<file path="src/core/ppm_pkg.sv">
`default_nettype none
package ppm_pkg;
    // ==========================================================
    // register map
    localparam logic [7:0]  PPM_OFS_CSR        = 8'ha4;
    localparam logic [7:0]  PPM_OFS_BSE        = 8'ha6;
    localparam logic [15:0] PPM_CSR_RESET      = 16'h0000;
    localparam logic [7:0]  PPM_BSE_VALUE      = 8'hc0;
    // ==========================================================
    // field positions
    localparam int          PPM_BIT_WSTAT      = 15;
    localparam int          PPM_BIT_WEN        = 8;
    localparam int          PPM_PS_LSB         = 0;
    localparam int          PPM_BSE_BPCC       = 7;
    localparam int          PPM_BSE_ACT        = 6;
    localparam int          PPM_NUM_FUNC       = 2;
    // ==========================================================
    // power states
    typedef enum logic [1:0] {
        PPM_D0    = 2'b00,
        PPM_D1    = 2'b01,
        PPM_D2    = 2'b10,
        PPM_D3HOT = 2'b11
    } ppm_pstate_type;
    // ==========================================================
    // configuration access carrier
    typedef struct packed {
        logic        rd;
        logic        wr;
        logic [0:0]  func;
        logic [7:0]  addr;
        logic [3:0]  be;
        logic [31:0] wdata;
    } ppm_cfg_req_type;
endpackage : ppm_pkg
`default_nettype wire

</file>
<file path="src/core/ppm_func_regs.sv">
`timescale 1ns/100ps
`default_nettype none
module ppm_func_regs (
    // clock and resets
    input  wire logic                   sys_clk_i,
    input  wire logic                   arst_n_i,
    input  wire logic                   pci_rst_sync_i,
    // write controls and wake event
    input  wire logic                   wr_lo_i,
    input  wire logic                   wr_hi_i,
    input  wire logic [15:0]            wdata_i,
    input  wire logic                   wake_evt_i,
    // state
    output logic                        wake_status_flag_o,
    output logic                        wake_enable_o,
    output ppm_pkg::ppm_pstate_type     power_state_o,
    output logic                        d3_to_d0_o
);
    import ppm_pkg::*;
    // ==========================================================
    // per-function control/status state
    logic           wstat_r;
    logic           wstat_nxt;
    logic           wen_r;
    logic           wen_nxt;
    ppm_pstate_type ps_r;
    ppm_pstate_type ps_nxt;
    logic           d3d0_r;
    wire            clr_wstat = wr_hi_i & wdata_i[PPM_BIT_WSTAT];   // see [RULE_02] see [RULE_03]
    wire            ps_wr     = wr_lo_i;
    wire ppm_pstate_type ps_new = ppm_pstate_type'(wdata_i[PPM_PS_LSB +: 2]);
    // wake context bits survive bus reset only while enabled
    wire            bus_clr   = pci_rst_sync_i & ~wen_r;            // see [RULE_12]
    assign wstat_nxt = bus_clr ? 1'b0
                     : (wake_evt_i ? 1'b1 : (clr_wstat ? 1'b0 : wstat_r)); // see [RULE_01]
    assign wen_nxt   = wr_hi_i ? wdata_i[PPM_BIT_WEN] : wen_r;     // see [RULE_07]
    // inner d3hot->d0 reset never touches these bits
    assign ps_nxt    = pci_rst_sync_i ? PPM_D0 : (ps_wr ? ps_new : ps_r); // see [RULE_08] see [RULE_10] see [RULE_18]
    always_ff @(posedge sys_clk_i or negedge arst_n_i) begin
        if (!arst_n_i) begin
            wstat_r <= PPM_CSR_RESET[PPM_BIT_WSTAT];
            wen_r   <= PPM_CSR_RESET[PPM_BIT_WEN];
            ps_r    <= PPM_D0;
            d3d0_r  <= 1'b0;
        end else begin
            wstat_r <= wstat_nxt;
            wen_r   <= wen_nxt;
            ps_r    <= ps_nxt;
            d3d0_r  <= ps_wr & (ps_r == PPM_D3HOT) & (ps_new == PPM_D0); // see [RULE_11]
        end
    end
    assign wake_status_flag_o = wstat_r;
    assign wake_enable_o      = wen_r;
    assign power_state_o      = ps_r;
    assign d3_to_d0_o         = d3d0_r;
endmodule : ppm_func_regs
`default_nettype wire

</file>
<file path="src/core/ppm_ctrl.sv">
// How it works
// [RULE_01] wake event sets status regardless of enable
// [RULE_02] writing one clears status and wake output
// [RULE_03] writing zero leaves status unchanged
// [RULE_04] data scale field reads zero
// [RULE_05] data select field reads zero
// [RULE_06] wake output driven only while enabled
// [RULE_07] enable survives bus reset, cleared globally
// [RULE_08] power state field readable and writable
// [RULE_09] reserved bits read zero
// [RULE_10] internal reset leaves register intact
// [RULE_11] d3hot to d0 resets other function registers
// [RULE_12] wake bits kept on bus reset if enabled
// [RULE_13] each function has own copy
// [RULE_14] bus control enable reads one
// [RULE_15] disabled control leaves secondary bus alone
// [RULE_16] action bit one: d3hot stops secondary clock
// [RULE_17] action bit used only when enable set
// [RULE_18] power state write visible immediately
`timescale 1ns/100ps
`default_nettype none
module ppm_ctrl #(
    parameter int NUM_FUNC = ppm_pkg::PPM_NUM_FUNC
) (
    // clock and resets
    input  wire logic                     sys_clk_i,
    input  wire logic                     global_reset_n_i,
    input  wire logic                     pci_bus_reset_n_i,
    // configuration access
    input  wire ppm_pkg::ppm_cfg_req_type cfg_req_i,
    output logic [31:0]                   cfg_rdata_o,
    output logic                          cfg_rvalid_o,
    // function events
    input  wire logic [NUM_FUNC-1:0]      wake_evt_i,
    // outputs
    output logic                          wake_n_o,
    output logic [NUM_FUNC-1:0]           func_soft_reset_o,
    output logic                          sec_clk_stop_o,
    output logic [2*NUM_FUNC-1:0]         power_state_o
);
    import ppm_pkg::*;
    // ==========================================================
    // bus reset synchroniser
    logic pci_bus_reset_n_meta_r;
    logic pci_bus_reset_n_sync_r;
    always_ff @(posedge sys_clk_i or negedge global_reset_n_i) begin
        if (!global_reset_n_i) begin
            pci_bus_reset_n_meta_r <= 1'b0;
            pci_bus_reset_n_sync_r <= 1'b0;
        end else begin
            pci_bus_reset_n_meta_r <= ~pci_bus_reset_n_i;
            pci_bus_reset_n_sync_r <= pci_bus_reset_n_meta_r;
        end
    end
    // ==========================================================
    // wake event synchroniser
    logic [NUM_FUNC-1:0] evt_meta_r;
    logic [NUM_FUNC-1:0] evt_sync_r;
    always_ff @(posedge sys_clk_i or negedge global_reset_n_i) begin
        if (!global_reset_n_i) begin
            evt_meta_r <= '0;
            evt_sync_r <= '0;
        end else begin
            evt_meta_r <= wake_evt_i;
            evt_sync_r <= evt_meta_r;
        end
    end
    // ==========================================================
    // decode
    function automatic logic csr_hit(input ppm_cfg_req_type r);
        csr_hit = (r.addr[7:2] == PPM_OFS_CSR[7:2]);
    endfunction : csr_hit
    wire            hit      = csr_hit(cfg_req_i);
    wire            wr_lo    = cfg_req_i.wr & hit & cfg_req_i.be[0];
    wire            wr_hi    = cfg_req_i.wr & hit & cfg_req_i.be[1];
    // ==========================================================
    // function instances
    logic [NUM_FUNC-1:0] wstat;
    logic [NUM_FUNC-1:0] wen;
    logic [NUM_FUNC-1:0] d3d0;
    ppm_pstate_type      ps [NUM_FUNC];
    logic [15:0]         csr_word [NUM_FUNC];
    genvar g;
    generate
        for (g = 0; g < NUM_FUNC; g++) begin : g_func
            wire sel = (cfg_req_i.func == 1'(g));                    // see [RULE_13]
            ppm_func_regs u_regs (
                .sys_clk_i          (sys_clk_i),
                .arst_n_i           (global_reset_n_i),
                .pci_rst_sync_i     (pci_bus_reset_n_sync_r),
                .wr_lo_i            (wr_lo & sel),
                .wr_hi_i            (wr_hi & sel),
                .wdata_i            (cfg_req_i.wdata[15:0]),
                .wake_evt_i         (evt_sync_r[g]),
                .wake_status_flag_o (wstat[g]),
                .wake_enable_o      (wen[g]),
                .power_state_o      (ps[g]),
                .d3_to_d0_o         (d3d0[g])
            );
            // scale, select and reserved bits are tied low
            assign csr_word[g] = {wstat[g], 6'h00, wen[g], 6'h00, ps[g]}; // see [RULE_04] see [RULE_05] see [RULE_09]
        end
    endgenerate
    // ==========================================================
    // read path
    wire [7:0]  bse_byte = PPM_BSE_VALUE;                           // see [RULE_14] see [RULE_16]
    wire [31:0] rd_word  = {8'h00, bse_byte, csr_word[cfg_req_i.func]};
    logic [31:0] rdata_r;
    logic        rvalid_r;
    always_ff @(posedge sys_clk_i or negedge global_reset_n_i) begin
        if (!global_reset_n_i) begin
            rdata_r  <= 32'h0000_0000;
            rvalid_r <= 1'b0;
        end else begin
            rvalid_r <= cfg_req_i.rd;
            rdata_r  <= (cfg_req_i.rd & hit) ? rd_word : 32'h0000_0000;
        end
    end
    // ==========================================================
    // wake output, power state and secondary bus
    wire bpcc_on = bse_byte[PPM_BSE_BPCC];
    wire act_b2  = bse_byte[PPM_BSE_ACT];
    logic [NUM_FUNC-1:0]   d3hot;
    logic [2*NUM_FUNC-1:0] ps_flat;
    always_comb begin
        for (int i = 0; i < NUM_FUNC; i++) begin
            d3hot[i]           = (ps[i] == PPM_D3HOT);
            ps_flat[2*i +: 2]  = ps[i];
        end
    end
    logic                  wake_n_r;
    logic [NUM_FUNC-1:0]   srst_r;
    logic                  sclk_stop_r;
    logic [2*NUM_FUNC-1:0] ps_r;
    always_ff @(posedge sys_clk_i or negedge global_reset_n_i) begin
        if (!global_reset_n_i) begin
            wake_n_r    <= 1'b1;
            srst_r      <= '0;
            sclk_stop_r <= 1'b0;
            ps_r        <= '0;
        end else begin
            wake_n_r    <= ~|(wstat & wen);                         // see [RULE_06] see [RULE_02]
            srst_r      <= d3d0;                                    // see [RULE_11]
            sclk_stop_r <= bpcc_on & act_b2 & |d3hot;               // see [RULE_15] see [RULE_16] see [RULE_17]
            ps_r        <= ps_flat;
        end
    end
    assign cfg_rdata_o       = rdata_r;
    assign cfg_rvalid_o      = rvalid_r;
    assign wake_n_o          = wake_n_r;
    assign func_soft_reset_o = srst_r;
    assign sec_clk_stop_o    = sclk_stop_r;
    assign power_state_o     = ps_r;
endmodule : ppm_ctrl
`default_nettype wire

</file>
<file path="config.mk">
export PLATFORM = sky130hd
export DESIGN_NAME = ppm_ctrl
export DESIGN_NICKNAME = d
export VERILOG_FILES = /design/src/core/ppm_pkg.sv /design/src/core/ppm_func_regs.sv /design/src/core/ppm_ctrl.sv
export SDC_FILE = /design/constraint.sdc
export NUM_CORES = 1
export LEC_CHECK = 0
export BUFFER_PORTS_ARGS = -buffer_cell sky130_fd_sc_hd__buf_2
export CORE_AREA = 3 3 59 61
export CTS_BUF_LIST = sky130_fd_sc_hd__clkbuf_8
export DETAILED_ROUTE_END_ITERATION = 7
export DIE_AREA = 0 0 62 64
export HOLD_SLACK_MARGIN = 0.05
export PLACE_DENSITY = 0.82
export SLEW_MARGIN = 20
export SYNTH_ARGS = -nofsm -noshare
export SYNTH_HDL_FRONTEND = slang
export SYNTH_SLANG_ARGS = --single-unit
</file>
<file path="constraint.sdc">
create_clock -name sys_clk_i -period 2.25 [get_ports sys_clk_i]
set_clock_uncertainty 0.2 [all_clocks]
set_input_delay 0.1125 -clock sys_clk_i [delete_from_list [all_inputs] [get_ports sys_clk_i]]
set_output_delay 0.1125 -clock sys_clk_i [all_outputs]
set_load 0.01 [all_outputs]
</file>
=== Yosys cells after proc, flatten, opt, wreduce, memory -nomap -nowiden ===
Cells that the tools add are included.

* Bits in registers: 49
* Bits in latches: 0
* Bits in writable memories: 0
* ROM bits: 0
* Input port bits: 52
* Output and inout bits: 41
* Word-level logic and storage cells: 66
* Memories: 0

* Add/sub/neg operators: 0
* $mul: 0
* Div/mod/pow operators: 0
* Magnitude comparators: 1
* Equality and inequality tests: 3
* Shifts and indexed selects: 0
* Multiplexer cells: 14
* Bitwise logic cells: 22
* Reduce and logical (&&, ||, !) cells: 8

{| class="wikitable"
|+ Operators by type and width
! operator !! number
|-
| 2-to-1 mux 16 bit || 3
|-
| 2-to-1 mux 24 bit || 1
|-
| AND 1 bit || 16
|-
| 2-to-1 mux 2 bit || 4
|-
| equality test 6 bit (second input constant) || 1
|-
| 2-to-1 mux 1 bit || 6
|-
| nonzero test 3 bit || 2
|-
| equality test 2 bit (second input constant) || 2
|-
| NOT 1 bit || 4
|-
| nonzero test 2 bit || 2
|-
| OR reduction 2 bit || 2
|-
| AND 2 bit || 1
|-
| greater-or-equal comparator 2 bit (second input constant) || 1
|-
| logical NOT 2 bit || 1
|-
| NOT 1 -> 2 bit || 1
|-
| logical NOT 1 bit || 1
|}

=== Logic depth before layout (Yosys ltp) ===
* Depth after elaboration: 8
* Gate-level depth with buffers: 4
* Mapped depth without buffers: 3

=== Cells and area by module ===
From an unflattened synthesis, not the netlist that was laid out.

* Cells, all modules: 105
* Area total of the unflattened synthesis: 1,281.2 µm²

{| class="wikitable"
|+ Modules (own cells, without submodules)
! module !! instances !! cells an instance !! area an instance (µm²) !! sequential area each (µm²)
|-
| ppm_ctrl || 1 || 73 || 893.4 || 501.7
|-
| ppm_func_regs || 2 || 16 || 193.9 || 125.1
|}

=== Worst setup path after synthesis ===
Ideal clock, no wire load.

* Path kind: input to register
* From: input port cfg_req_i[40] in the netlist's numbering
* To: register g_func[0].u_regs.wen_r
* Setup time: 0.128 ns
* Arrival: 0.896 ns
* Data required time: 1.922 ns
* Slack: 1.027 ns
* Stages: 4
* Path buffers: 1
* Cell sequence: nand4bb_1 > buf_2 > nor3_2 > mux2_1

* Longest elaborated chain between the ends: 4

{| class="wikitable"
|+ RTL lines
! item !! RTL line !! RTL
|-
| start, declared || ppm_ctrl.sv:30 || <nowiki>input wire ppm_pkg::ppm_cfg_req_type cfg_req_i,</nowiki>
|-
| equality test 6 bit || ppm_ctrl.sv:71 || <nowiki>csr_hit = (r.addr[7:2] == PPM_OFS_CSR[7:2]);</nowiki>
|-
| AND 1 bit (2 in series) || ppm_ctrl.sv:75 || <nowiki>wire wr_hi = cfg_req_i.wr & hit & cfg_req_i.be[1];</nowiki>
|-
| AND 1 bit || ppm_ctrl.sv:92 || <nowiki>.wr_hi_i (wr_hi & sel),</nowiki>
|-
| end signal, assigned || ppm_func_regs.sv:42 || <nowiki>wen_r <= PPM_CSR_RESET[PPM_BIT_WEN];</nowiki>
|-
| end signal, assigned || ppm_func_regs.sv:47 || <nowiki>wen_r <= wen_nxt;</nowiki>
|-
| end, declared || ppm_func_regs.sv:24 || <nowiki>logic wen_r;</nowiki>
|}

Every way passes these cells.
A chain may end at the register's enable or synchronous reset.

=== Final worst setup path ===
* From: input port cfg_req_i[44] in the netlist's numbering
* To: register g_func[1].u_regs.wen_r

* Longest elaborated chain between the ends: 1

{| class="wikitable"
|+ RTL lines
! item !! RTL line
|-
| AND 1 bit || ppm_ctrl.sv:92
|-
| end signal, assigned || ppm_func_regs.sv:42
|-
| end signal, assigned || ppm_func_regs.sv:47
|-
| end, declared || ppm_func_regs.sv:24
|}

Every way passes these cells.

==> metrics.md <==
| Metric | Value |
|---|---|
| Final worst path period share | 70.92% |
| Avg Cell Area, Syn | 11.68 um2 |
| Static leakage | 0.0008464 uW |
| Via count | 948 |
| Setup crit end | g_func[1].u_regs.wake_enable_o |
| Min Tclk post-route | 1.596 ns |
| Setup violations, final | 0 |
| Post-synth EDFFs | 0 |
| IO Count | 93 |
| Share of cells above drive strength 1 | 29.19% |
| Worst R2R Setup Slack | 1.18 ns |
| Hold Crit Class | in -> reg |
| Yosys reg bits | 30 |
| RSZ-0062 raised after global routing | no |
| Largest net degree at the start of global routing | 31 |
| Root Buffer | clkbuf_8 |
| CP max FO | 13 |
| Outcome | finished, final reports clean |
| DR iter-0 viols | 25 |
| Pre-antenna DRT Iters | 4 |
| Most frequent cells in the layout | 34 x buf_2, 29 x dfrtp_1, 26 x conb_1 |
| Nets | 212 |
| GR Layer Usage met1 | 14.34% |
| Synth cell types | 30 |
| Initial core utilization | 43.60% |
| PD cells | 671.9 mW/mm2 |
| CP max stage delay | 0.52 ns |
| Pins Over Slew Limit | 0 |
| Placer Congestion | 0.7720 |
| Slowest cell on the critical path | dlygate4sd3_1 |
| Final HPWL from detailed placement | 1783 um |
| Synthesis Warnings | 0 |
| VDD IR max | 0.2720 mV |
| Ys async rst share | 100.0% |
| Fin util | 53.47% |
| Worst setup SP type | input pin |
| Worst EP arrival | 1.55 ns |
| Max Cap Violations | 0 |
| Worst skew pair latency | 0.28 ns |
| Placed instance area | 0.001424 mm2 |
| GRT met2 Usage | 19.95% |
| Initial antenna violation count | 0 |
| Final hold violations | 0 |
| Ant. Diodes | 0 |
| Crit-path leading delay family | buffers and inverters |
| Post-CTS Resized | 0 |
| Setup TNS Final | 0 ns |
| # port buffers | 34 |
| Die ar. | 0.003968 mm2 |
| Worst reg2reg path startpoint | pci_bus_reset_n_sync_r |
| Filler cells | 269 |
| Vias in the first global route | 863 |
| Post-route cell area | 0.001619 mm2 |
| Gr usage total | 12.62% |
| Crit path launch | cfg_req_i[44] |
| Primary FF master, synth | dfrtp_1 |
| Core Area | 0.003028 mm2 |
| CTS tree | built |
| GRT Residual Overflow | 0 |
| DR WL/cell | 11.45 um |
| Fmax | 626.7 MHz |
| Total wire length | 2347 um |
| Levels on crit path | 5 |
| FF-to-FF End | g_func[1].u_regs.wake_status_flag_o |
| Die Wd | 62 um |
| CTS max path bufs | 2 |
| Slew @ Worst Pin | 0.6372 ns |
| # Post-CTS Setup Buffers | 0 |
| Critical Path End Type | register |
| Crit path buffers/inverters | 3 |
| CP Cell Sequence | dlygate4sd3_1 -> buf_2 -> inv_1 -> nor3_2 -> mux2_1 |
| Top Usage Layer GRT | met2 |
| Slew Limit Headroom | 57.52% |
| Post-route ant nets | 0 |
| CTS H-tree depth | 2 |
| Clock sink count | 30 |
| Area Growth Syn to Fin | 22.65% |
| Critical path type | in -> reg |
| Row count | 20 |
| M3 GR Usage | 6.061% |
| Total power draw | 1088 uW |
| DRC errors left | 0 |
| Reg clk slew, reported paths | 0.06 ns |
| Commonest non-fill, non-tap cell in the layout | buf_2 |
| WP data required | 2.21 ns |
| Die Span Y | 64 um |
| R2R depth | 3 |
| Synth Cell Area | 0.001320 mm2 |
| First-pass GRT wire length | 3705 um |
| Part of the Yosys area used for sequential elements | 56.97% |
| CTS Hold Bufs | 10 |
| Total CTS buffers | 5 |
| Cell count after synthesis | 113 |
| Hold Worst Slack | 0.08027 ns |
| Via/cell ratio | 4.624 |
-- registers in the layout, indices dropped and copies added (netlist names) --
register	count
cfg_rdata_o	5
g_func.u_regs.power_state_o	4
power_state_o	4
evt_meta_r	2
evt_sync_r	2
func_soft_reset_o	2
g_func.u_regs.d3_to_d0_o	2
g_func.u_regs.wake_enable_o	2
g_func.u_regs.wake_status_flag_o	2
cfg_rvalid_o	1
pci_bus_reset_n_meta_r	1
pci_bus_reset_n_sync_r	1
sec_clk_stop_o	1
wake_n_o	1
-- layout make-up --
cell class	instances	area, um2	share of cell area [%]
Sequential cell	30	752.0	46.45
Clock inverter	2	12.51	0.7728
Multi-Input combinational cell	74	427.9	26.43
Timing Repair Buffer	44	270.3	16.69
Inverter	5	18.77	1.159
Clock buffer	6	82.58	5.100
Tap cell	44	55.05	3.400
-- worst min-delay path by stage --
| stage | start | end | cells after the start |
|---|---|---|---|
| after floorplan | global_reset_n_i | cfg_rdata_o[0] | 0 |
| after global placement | global_reset_n_i | cfg_rdata_o[22] | 1 |
| after detailed placement | global_reset_n_i | func_soft_reset_o[0] | 1 |
| after CTS | cfg_req_i[32] | g_func[0].u_regs.d3_to_d0_o | 4 |
| after global routing | cfg_req_i[32] | g_func[0].u_regs.d3_to_d0_o | 4 |
| final | cfg_req_i[32] | g_func[0].u_regs.d3_to_d0_o | 4 |
-- metrics by stage --
step           instances  setup slack, ns
2_1_floorplan        138            1.027
3_3_place_gp         187           0.7428
3_5_place_dp         187           0.7308
4_1_cts              205           0.6629
5_1_grt              205           0.6000
6_report             205           0.6543
-- cells in the mapped netlist (2+ instances only) --
| master | n | area share [%] |
|---|---|---|
| nand2_1 | 3 | 0.85 |
| nor3_2 | 2 | 1.5 |
| o22ai_1 | 2 | 0.95 |
| buf_4 | 28 | 16 |
| nand3_1 | 3 | 1.1 |
| nand4_1 | 4 | 1.9 |
| mux2i_1 | 4 | 3.0 |
| nor3_1 | 2 | 0.76 |
| mux2_1 | 2 | 1.7 |
| o31ai_1 | 4 | 2.3 |
| a21oi_1 | 4 | 1.5 |
| dfrtp_1 | 29 | 55 |
| nor2_1 | 6 | 1.7 |
| inv_1 | 4 | 1.1 |
-- report_power, final --
group          internal (uW)  total, uW  switching [uW]  leakage [uW]
clock                    245        434             189     0.0000472
combinational           36.6       94.9            58.3      0.000403
sequential               552        559            7.31      0.000396
total                    833       1090             255      0.000846
-- layer usage --
metal	wire, um	share of wire [%]	vias to the layer above
met4	32	1.4	0
met1	969	41	453
met3	269	11	4
li1	-	-	434
met5	0	0	-
met2	1075	46	57
-- logic make-up after synthesis --
kind of cell | after synthesis | share of synthesized area, %
buffers and inverters | 34 | 17.72
flip-flops | 30 | 56.97
AND/OR/NAND/NOR | 29 | 13.84
AO/OA/AOI/OAI | 13 | 6.446
multiplexers | 6 | 4.739
other | 1 | 0.2841
-- worst min-delay path: stages --
cell      delay [ns]
buf_2           0.12
nor4bb_1        0.14
nand3_1         0.10
nor3_1          0.05
Power figures use the tool's default switching activity.
